**config.mk**
```make
export PLATFORM = sky130hd
export DESIGN_NAME = vei_ctrl
export DESIGN_NICKNAME = d
export VERILOG_FILES = /design/src/vei_pkg.sv /design/src/vei_pchg_if.sv /design/src/vei_pchg_det.sv /design/src/vei_ctrl.sv
export VERILOG_INCLUDE_DIRS = /design/src
export SDC_FILE = /design/constraint.sdc
export NUM_CORES = 1
export LEC_CHECK = 0
export BUFFER_PORTS_ARGS = -buffer_cell sky130_fd_sc_hd__buf_4
export CAP_MARGIN = 0
export CELL_PAD_IN_SITES_DETAIL_PLACEMENT = 0
export CELL_PAD_IN_SITES_GLOBAL_PLACEMENT = 1
export CORE_MARGIN = 2
export CORE_UTILIZATION = 42
export CTS_BUF_LIST = sky130_fd_sc_hd__clkbuf_16
export CTS_CLUSTER_DIAMETER = 150
export DETAILED_ROUTE_END_ITERATION = 12
export GPL_TIMING_DRIVEN = 0
export MAX_ROUTING_LAYER = met4
export PLACE_DENSITY_LB_ADDON = 0.05
export REMOVE_ABC_BUFFERS = 1
export SETUP_SLACK_MARGIN = 0.05
export SLEW_MARGIN = 40
export SYNTH_ARGS = -nofsm -noshare
export SYNTH_HDL_FRONTEND = slang
export SYNTH_SLANG_ARGS = --single-unit
```
**constraint.sdc**
```tcl
create_clock -name i_mclk -period 2.8 [get_ports i_mclk]
set_clock_uncertainty 0.2 [all_clocks]
set_input_delay 0.28 -clock i_mclk [delete_from_list [all_inputs] [get_ports i_mclk]]
set_output_delay 0.28 -clock i_mclk [all_outputs]
set_load 0.05 [all_outputs]
```
**src/vei_params.svh**
```systemverilog
// constants for the vector and external interrupt block
`ifndef VEI_PARAMS_SVH
`define VEI_PARAMS_SVH
`define VEI_VEC_RESET   4'h0
`define VEI_VEC_EXT     4'h1
`define VEI_VEC_PCHG    4'h2
`define VEI_VEC_TCAPT   4'h3
`define VEI_VEC_TOVF    4'h4
`define VEI_VEC_TCMPA   4'h5
`define VEI_VEC_TCMPB   4'h6
`define VEI_VEC_ACMP    4'h7
`define VEI_VEC_WDT     4'h8
`define VEI_VEC_SLM     4'h9
`define VEI_VEC_CONV    4'hA
`define VEI_NUM_PCHG    4
`define VEI_SRC_TIMER   0
`define VEI_SRC_ACMP    4
`define VEI_SRC_WDT     5
`define VEI_SRC_SLM     6
`define VEI_SRC_CONV    7
`endif

```
**src/vei_pkg.sv**
```systemverilog
// types for the vector and external interrupt block
package vei_pkg;
   typedef enum logic [1:0] {
      VEI_SENSE_LOW  = 2'b00,
      VEI_SENSE_ANY  = 2'b01,
      VEI_SENSE_FALL = 2'b10,
      VEI_SENSE_RISE = 2'b11
   } vei_sense_e;
   typedef logic [3:0] vei_vec_t;
endpackage

```
**src/vei_pchg_if.sv**
```systemverilog
// carrier between pin-change detector and vector logic
`timescale 1ns/10ps
interface vei_pchg_if;
   logic       pin_change_request;
   logic       wake;
   modport det (output pin_change_request, output wake);
   modport ctl (input pin_change_request, input wake);
endinterface

```
**src/vei_pchg_det.sv**
```systemverilog
// pin-change detector with clocked and asynchronous paths
`timescale 1ns/10ps
`include "vei_params.svh"
module vei_pchg_det
   import vei_pkg::*;
#(
   parameter int N = `VEI_NUM_PCHG
) (
   input  wire logic         i_mclk,
   input  wire logic         i_rst_n,
   input  wire logic         i_ce,
   input  wire logic [N-1:0] i_pins,
   input  wire logic [N-1:0] i_mask,
   vei_pchg_if.det           pc
);
   typedef struct packed {
      logic [N-1:0] s1;
      logic [N-1:0] s2;
      logic [N-1:0] s3;
      logic         req;
   } vei_pcd_s;
   vei_pcd_s st_q, st_d;

   always_comb begin
      st_d = st_q;
      st_d.s1 = i_pins;
      st_d.s2 = st_q.s1;
      st_d.s3 = st_q.s2;
      st_d.req = |((st_q.s2 ^ st_q.s3) & i_mask);
   end

   always_ff @(posedge i_mclk or negedge i_rst_n) begin
      if (!i_rst_n) begin
         st_q <= '0;
      end else if (i_ce) begin
         st_q <= st_d;
      end
   end

   assign pc.pin_change_request = st_q.req;
   // clockless wake path
   // last synchronised sample is the reference; the compare itself needs no clock
   assign pc.wake = |((i_pins ^ st_q.s3) & i_mask);
endmodule

```
**src/vei_ctrl.sv**
```systemverilog
// vector and external interrupt controller top
`timescale 1ns/10ps
`include "vei_params.svh"
module vei_ctrl
   import vei_pkg::*;
#(
   parameter int  N_PC     = `VEI_NUM_PCHG,
   parameter bit  HAS_CONV = 1'b1
) (
   // clock, reset, enable
   input  wire logic            i_mclk,
   input  wire logic            i_rst_n,
   input  wire logic            i_ce,
   // pins (read from pad, whatever the direction)
   input  wire logic            i_ext_irq_pin,
   input  wire logic [N_PC-1:0] i_pin_change_inputs,
   // configuration
   input  wire logic            i_sense_select_hi,
   input  wire logic            i_sense_select_lo,
   input  wire logic            i_ext_irq_mask,
   input  wire logic            i_pin_change_enable,
   input  wire logic [N_PC-1:0] i_pin_change_mask,
   input  wire logic            i_global_ie,
   // flag clears by writing one
   input  wire logic            i_ext_irq_flag_clr,
   input  wire logic            i_pin_change_flag_clr,
   // other sources: capt, ovf, cmpa, cmpb, acmp, wdt, monitor, converter
   input  wire logic [7:0]      i_other_req,
   // core handshake
   input  wire logic            i_any_reset,
   input  wire logic            i_vector_ack,
   input  wire logic            i_sleeping,
   input  wire logic            i_startup_done,
   // outputs
   output logic                 o_irq_req,
   output vei_vec_t             o_vector,
   output logic                 o_ext_irq_flag,
   output logic                 o_pin_change_flag,
   output logic                 o_wake
);
   typedef struct packed {
      logic [2:0] es;
      logic       ext_irq_flag;
      logic       pin_change_flag;
      logic       irq;
      vei_vec_t   vec;
      logic       wake;
      logic       lvl_ok;
   } vei_ctl_s;

   vei_ctl_s   st_q, st_d;
   vei_sense_e sense;
   logic       ext_edge;
   logic       lvl_req;
   logic       async_low;
   logic [10:0] pend;
   vei_pchg_if pcif ();

   vei_pchg_det #(.N(N_PC)) u_pchg (
      .i_mclk  (i_mclk),
      .i_rst_n (i_rst_n),
      .i_ce    (i_ce),
      .i_pins  (i_pin_change_inputs),
      .i_mask  (i_pin_change_mask),
      .pc      (pcif.det)
   );

   // lowest set index among bits 1 to 10 of a pending vector bitmap, else vector zero
   function automatic vei_vec_t lowest(input logic [10:0] p);
      vei_vec_t r;
      r = `VEI_VEC_RESET;
      for (int i = 10; i >= 1; i--) begin
         if (p[i]) begin
            r = 4'(i);
         end
      end
      return r;
   endfunction

   ////////////////////////////////////////////////////////////////////
   // sense decode
   assign sense = vei_sense_e'({i_sense_select_hi, i_sense_select_lo});
   // async low detect for wake, no clock used
   assign async_low = !i_ext_irq_pin && (sense == VEI_SENSE_LOW) && i_ext_irq_mask;

   always_comb begin
      ext_edge = 1'b0;
      // edge detect on synchronised, clocked samples
      unique case (sense)
         VEI_SENSE_LOW:  ext_edge = 1'b0;
         VEI_SENSE_ANY:  ext_edge = st_q.es[1] ^ st_q.es[2];
         VEI_SENSE_FALL: ext_edge = !st_q.es[1] && st_q.es[2];
         VEI_SENSE_RISE: ext_edge = st_q.es[1] && !st_q.es[2];
      endcase
   end

   // level request only once start-up done and still low
   assign lvl_req = (sense == VEI_SENSE_LOW) && !st_q.es[1] && st_q.lvl_ok;

   always_comb begin
      pend = '0;
      // external gated by mask and global enable
      pend[`VEI_VEC_EXT] = i_global_ie && i_ext_irq_mask
                           && (st_q.ext_irq_flag || lvl_req);
      // pin change gated by enable and global enable
      pend[`VEI_VEC_PCHG] = i_global_ie && i_pin_change_enable && st_q.pin_change_flag;
      pend[`VEI_VEC_TCAPT +: 4] = i_global_ie ? i_other_req[`VEI_SRC_TIMER +: 4] : 4'h0;
      pend[`VEI_VEC_ACMP] = i_global_ie && i_other_req[`VEI_SRC_ACMP];
      pend[`VEI_VEC_WDT]  = i_global_ie && i_other_req[`VEI_SRC_WDT];
      pend[`VEI_VEC_SLM]  = i_global_ie && i_other_req[`VEI_SRC_SLM];
      pend[`VEI_VEC_CONV] = i_global_ie && HAS_CONV && i_other_req[`VEI_SRC_CONV];
   end

   ////////////////////////////////////////////////////////////////////
   always_comb begin
      st_d = st_q;
      st_d.es = {st_q.es[1:0], i_ext_irq_pin};
      // set beats clear; never set in level mode
      if (sense == VEI_SENSE_LOW) begin
         st_d.ext_irq_flag = 1'b0;
      end else if (ext_edge) begin
         st_d.ext_irq_flag = 1'b1;
      end else if (i_ext_irq_flag_clr ||
                   (i_vector_ack && st_q.irq && st_q.vec == `VEI_VEC_EXT)) begin
         st_d.ext_irq_flag = 1'b0;
      end
      if (pcif.pin_change_request) begin
         st_d.pin_change_flag = 1'b1;
      end else if (i_pin_change_flag_clr ||
                   (i_vector_ack && st_q.irq && st_q.vec == `VEI_VEC_PCHG)) begin
         st_d.pin_change_flag = 1'b0;
      end
      // level honoured only after start-up completes
      if (i_sleeping || !i_startup_done) begin
         st_d.lvl_ok = 1'b0;
      end else begin
         st_d.lvl_ok = 1'b1;
      end
      // wake output, no interrupt by itself
      st_d.wake = i_sleeping && (async_low || pcif.wake || st_q.pin_change_flag);
      if (i_any_reset) begin
         st_d.irq = 1'b0;
         st_d.vec = `VEI_VEC_RESET;
      end else begin
         st_d.irq = |pend && !i_vector_ack;
         st_d.vec = lowest(pend);
      end
   end

   always_ff @(posedge i_mclk or negedge i_rst_n) begin
      if (!i_rst_n) begin
         st_q <= '{es: 3'b111, default: '0};
      end else if (i_ce) begin
         st_q <= st_d;
      end
   end

   assign o_irq_req         = st_q.irq;
   assign o_vector          = st_q.vec;
   assign o_ext_irq_flag    = st_q.ext_irq_flag;
   assign o_pin_change_flag = st_q.pin_change_flag;
   assign o_wake            = st_q.wake;
endmodule

```
# ---- After elaboration in Yosys (flattened, before gate mapping)
# Index checks and enable logic that the tools add are counted.
dict set report classes {
  mux 19
  eq_ne 5
  bitwise_logic 5
  reduce_logical 38
}
# op count
set op_table {}
lappend op_table {{$mux W4} 11}
lappend op_table {{$logic_and A1 B1 Y1} 19}
lappend op_table {{$reduce_or A10 Y1} 1}
lappend op_table {{$and A4 B4 Y4} 2}
lappend op_table {{$reduce_or A4 Y1} 2}
lappend op_table {{$xor A4 B4 Y4} 2}
lappend op_table {{$logic_or A1 B1 Y1} 6}
lappend op_table {{$mux W1} 6}
lappend op_table {{$logic_not A1 Y1} 5}
lappend op_table {{$mux W5} 1}
lappend op_table {{$eq A2 B2 Y1 const B} 2}
lappend op_table {{$eq A4 B1 Y1 const B} 1}
lappend op_table {{$eq A4 B2 Y1 const B} 1}
lappend op_table {{$pmux W1 S4} 1}
lappend op_table {{$reduce_and A2 Y1} 2}
lappend op_table {{$reduce_bool A3 Y1} 1}
lappend op_table {{$eq A2 B1 Y1 const B} 1}
lappend op_table {{$logic_not A2 Y1} 1}
lappend op_table {{$reduce_bool A2 Y1} 1}
lappend op_table {{$xor A1 B1 Y1} 1}
dict set report word_totals {
  reg_bits 25
}

# ---- Depth between registers and ports, before layout
dict set report depth {
  word_depth 12
  mapped_depth 5
  depth_no_buf 5
}

# ---- By module
# A second synthesis with hierarchy kept.
dict set report hier_totals {
  cells_unflattened 119
  hier_area_um2 1358.8
}
# module instances area_each_um2 cells_each
set modules_own_cells {}
lappend modules_own_cells {vei_ctrl 1 773.2 78}
lappend modules_own_cells {vei_pchg_det 1 585.6 41}

# ---- Least setup slack after synthesis
# OpenSTA, ideal clock, no wires.
dict set report synth_path {
  path_type {reg2reg}
  startpoint {register st_q, in the netlist o_pin_change_flag}
  endpoint {register st_q, in the netlist o_vector[3]}
  setup_ns 0.095
  path_stages_with_launch 5
  t_arrival_ns 1.311
  path_slack_ns 1.194
  required_ns 2.505
  cell_sequence {dfrtp_1 > and2_1 > o21ai_1 > nand2_1 > o32ai_2}
}
dict set report synth_between {
  elab_chain_len 4
}
# item line
set synth_rtl {}
lappend synth_rtl {{start, declared} vei_ctrl.sv:51} ;# vei_ctl_s st_q, st_d;
lappend synth_rtl {{start signal, assigned} vei_ctrl.sv:154} ;# st_q <= st_d;
lappend synth_rtl {{$logic_and A1 B1 Y1} vei_ctrl.sv:106} ;# pend[`VEI_VEC_PCHG] = i_global_ie && i_pin_change_enable && st_q.pin_change_flag;
lappend synth_rtl {{$mux W4 (2 in series)} vei_ctrl.sv:73} ;# if (p[i]) begin
lappend synth_rtl {{$mux W5} vei_ctrl.sv:141} ;# if (i_any_reset) begin
# No other way between the ends.
# A chain may end at the register's enable or synchronous reset.

# ---- Worst setup path after layout
dict set report layout_path {
  startpoint {register st_q, in the netlist st_d[11]}
  endpoint {register st_q, in the netlist o_ext_irq_flag}
}
dict set report layout_between {
  elab_chain_len 5
  elab_cells_between_ends 9
}
# item line
set layout_rtl {}
lappend layout_rtl {{$logic_not A1 Y1} vei_ctrl.sv:92} ;# VEI_SENSE_FALL: ext_edge = !st_q.es[1] && st_q.es[2];
lappend layout_rtl {{$logic_and A1 B1 Y1} vei_ctrl.sv:92}
lappend layout_rtl {{$pmux W1 S4 *} vei_ctrl.sv:89} ;# unique case (sense)
lappend layout_rtl {{$reduce_bool A3 Y1 (no source line) / $mux W1 (equally long branches)} -}
lappend layout_rtl {{$reduce_and A2 Y1 (no source line) / $mux W1 (equally long branches)} -}
# Every way passes the cells marked *; elsewhere a longest branch is shown, timed or not.

==> impl_metrics.csv <==
group,metric,value,unit
floorplan,die_w,60.5,um
global_route,antenna_found_initial,0,
worst_setup_path,crit_start,"st_d[11]",
worst_setup_path,slowest_stage,"dfstp_2",
placement,hpwl,2.08,mm
finish,design_area,1730,um^2
clocking,cts_sinks,25,
synth,ys_types,38,
synth,ys_ff_latch,25,
sta,finalHoldViolations,0,
finish,layout.nets,187,
clocking,cts_resized,0,
synth,synth.avg_cell_area,11.4,um^2
sta,fin_crit_sh,0.583,
synth,synthArstFlopShare,1.00,
finish,layout_common_cells,"buf_4 (38), dfrtp_1 (22), mux2_2 (14)",
sta,fmax,613,MHz
clocking,worstSkewPairLatency,250,ps
sta,finalSetupViolCount,0,
hold_path,hold_start,"i_startup_done",
finish,fin_cells,197,
worst_setup_path,cp-start-kind,"register",
placement,portBuffers,38,
sta,finalCriticalPeriod,1630,ps
clocking,clockBufferDepth,2,
clocking,cts_buffers,3,
sta,rsz0062_at_grt,"no",
drt,first_pass_iters,4,
drt,drt_iter0_markers,41,
synth,synth_edf_count,0,
sta,slew_violations,0,
hold_path,min_path_cells,2,
hold_path,hp-class,"in2reg",
worst_setup_path,max_stage_delay,580,ps
finish,layout_commonest_cell,"buf_4",
pwr,power.density,594,nW/um^2
placement,place_ws,1120,ps
placement,dpl_cell_area,1640,um^2
floorplan,rows,20,
drt,wl_per_cell,13.4,um
synth,yosys_most_used_dff,"dfrtp_1",
drt,routed_via_density,5.20,
floorplan,design.die.area,3660,um^2
clocking,cts_setup_buffers,0,
worst_setup_path,cp_max_fo,4,
finish,diodes,0,
floorplan,io-pin-count,39,
floorplan,initial_core_util,0.439,
pwr,leakage,0.767,nW
placement,gp_congestion,0.812,
worst_setup_path,reg2reg_from,"st_d[11]",
drt,wl,2.65,mm
drt,drt.antenna.violating_nets,0,
drt,num_vias,1025,
drt,drc,0,
global_route,grt_pass1_vias,1016,
worst_setup_path,endpoint_kind,"register",
global_route,grt_overflow,0,
worst_setup_path,cp_cell_sequence,"inv_1, ha_1, mux2_2, a21oi_1, o2bb2ai_1",
sta,tightest_slew,362,ps
clocking,h-tree-depth,1,
pwr,ir_drop,0.399,mV
finish,drive_above_1_share,0.418,
synth,yosysWarnings,0,
floorplan,core,3050,um^2
synth,yosysSeqAreaShare,0.470,
placement,dp.cells,192,
finish,syn_to_final_growth,28.9,%
job,cap_violations,0,
worst_setup_path,cp.required,2730,ps
clocking,cts-root-buf,"clkbuf_16",
global_route,grt_first_pass_wirelength,4.35,mm
global_route,grt_use_total,0.162,
finish,fin_util,0.565,
worst_setup_path,path_class,"reg2reg",
floorplan,die_h,60.5,um
worst_setup_path,cp.arrival,1570,ps
sta,setup_ws,1170,ps
synth,syn_area,1340,um^2
sta,maxSlewHeadroom,0.752,
clocking,clk_pin_slew,60,ps
clocking,cts_tree,"yes",
worst_setup_path,r2r.worst_path.cells,5,
synth,netlist_instances,117,
outcome,outcome,"complete, no violations",
sta,finalSetupTns,0,ps
global_route,grt_max_degree,32,
[synth_stat cells, types with 3 or more instances]
cell / instances / area share
a31oi_1: 3 / 0.014
nand2b_1: 3 / 0.014
mux2_2: 14 / 0.12
buf_4: 4 / 0.022
a21oi_1: 3 / 0.011
dfrtp_1: 22 / 0.41
xor2_1: 8 / 0.052
dfstp_2: 3 / 0.059
o21ai_0: 5 / 0.019
nand2_1: 4 / 0.011
inv_1: 6 / 0.017
nor2_1: 6 / 0.017
[kinds of logic (layout without fill, tap and decap cells)]
group | count (synthesis) | after routing | synth area share
AO/OA/AOI/OAI | 31 | 31 | 0.176
XOR/XNOR | 8 | 8 | 0.0523
adder cells (fa/ha/maj) | 2 | 2 | 0.0187
buffers and inverters | 13 | 49 | 0.0495
flip-flops | 25 | 25 | 0.470
multiplexers | 14 | 14 | 0.118
AND/OR/NAND/NOR | 24 | 24 | 0.116
[worst max-delay path, delay by kind of cell (launching register included)]
kind | cells | cell delay, ps
multiplexers | 1 | 260
flip-flops | 1 | 580
adder cells (fa/ha/maj) | 1 | 170
buffers and inverters | 1 | 80
AO/OA/AOI/OAI | 2 | 220
[per-stage QoR]
stage                     hold slack, ps  total power, mW
final                               44.0             1.03
after CTS                           43.0             1.04
after global routing                40.6             1.08
after global placement             -4.03            0.720
after floorplan                     -216            0.618
after detailed placement          0.0648            0.729
[layout make-up]
| class | count | area (um^2) |
|---|---|---|
| Tap cell | 44 | 55.1 |
| Clock buffer | 3 | 75.1 |
| Timing Repair Buffer | 39 | 295 |
| Sequential cell | 25 | 629 |
| Clock inverter | 1 | 5.00 |
| Inverter | 6 | 22.5 |
| Fill cell | 285 | 1330 |
| Multi-Input combinational cell | 79 | 643 |
[flip-flops by register name, indices dropped and copies added (netlist names)]
signal                        cells
st_d                              2
u_pchg.st_d                       8
u_pchg.st_q                       4
o_pin_change_flag                 1
o_ext_irq_flag                    1
o_irq_req                         1
o_vector                          4
st_q                              2
u_pchg.pc.pin_change_request      1
o_wake                            1
[worst paths after layout]
| check | slack (ps) | to |
|---|---|---|
| min | 40 | st_q[0] |
| max | 1170 | o_ext_irq_flag |
| min in group asynchronous | 260 | o_ext_irq_flag |
| min reg2reg | 300 | st_d[11] |
| max in group asynchronous | 1850 | st_d[10] |
| max reg2reg | 1170 | o_ext_irq_flag |
[layer usage]
layer | wire length [um] | track usage | vias up
met4 | 0 | 0.0280 | 0
met2 | 1340 | 0.280 | 23
met3 | 126 | 0.0213 | 0
met5 | 0 | - | -
li1 | - | - | 499
met1 | 1180 | 0.206 | 503
[power breakdown]
group,switching [mW],leakage [nW],internal (mW),total [mW]
combinational,0.138,0.430,0.122,0.260
clock,0.113,0.0409,0.192,0.304
sequential,0.0444,0.296,0.416,0.461
[repair_timing]
action | in CTS | in global routing
hold buffers | 1 | 0
hold endpoints to repair | 24 | 0
setup endpoints to repair | 0 | 0
Power figures use the tool's default switching activity.
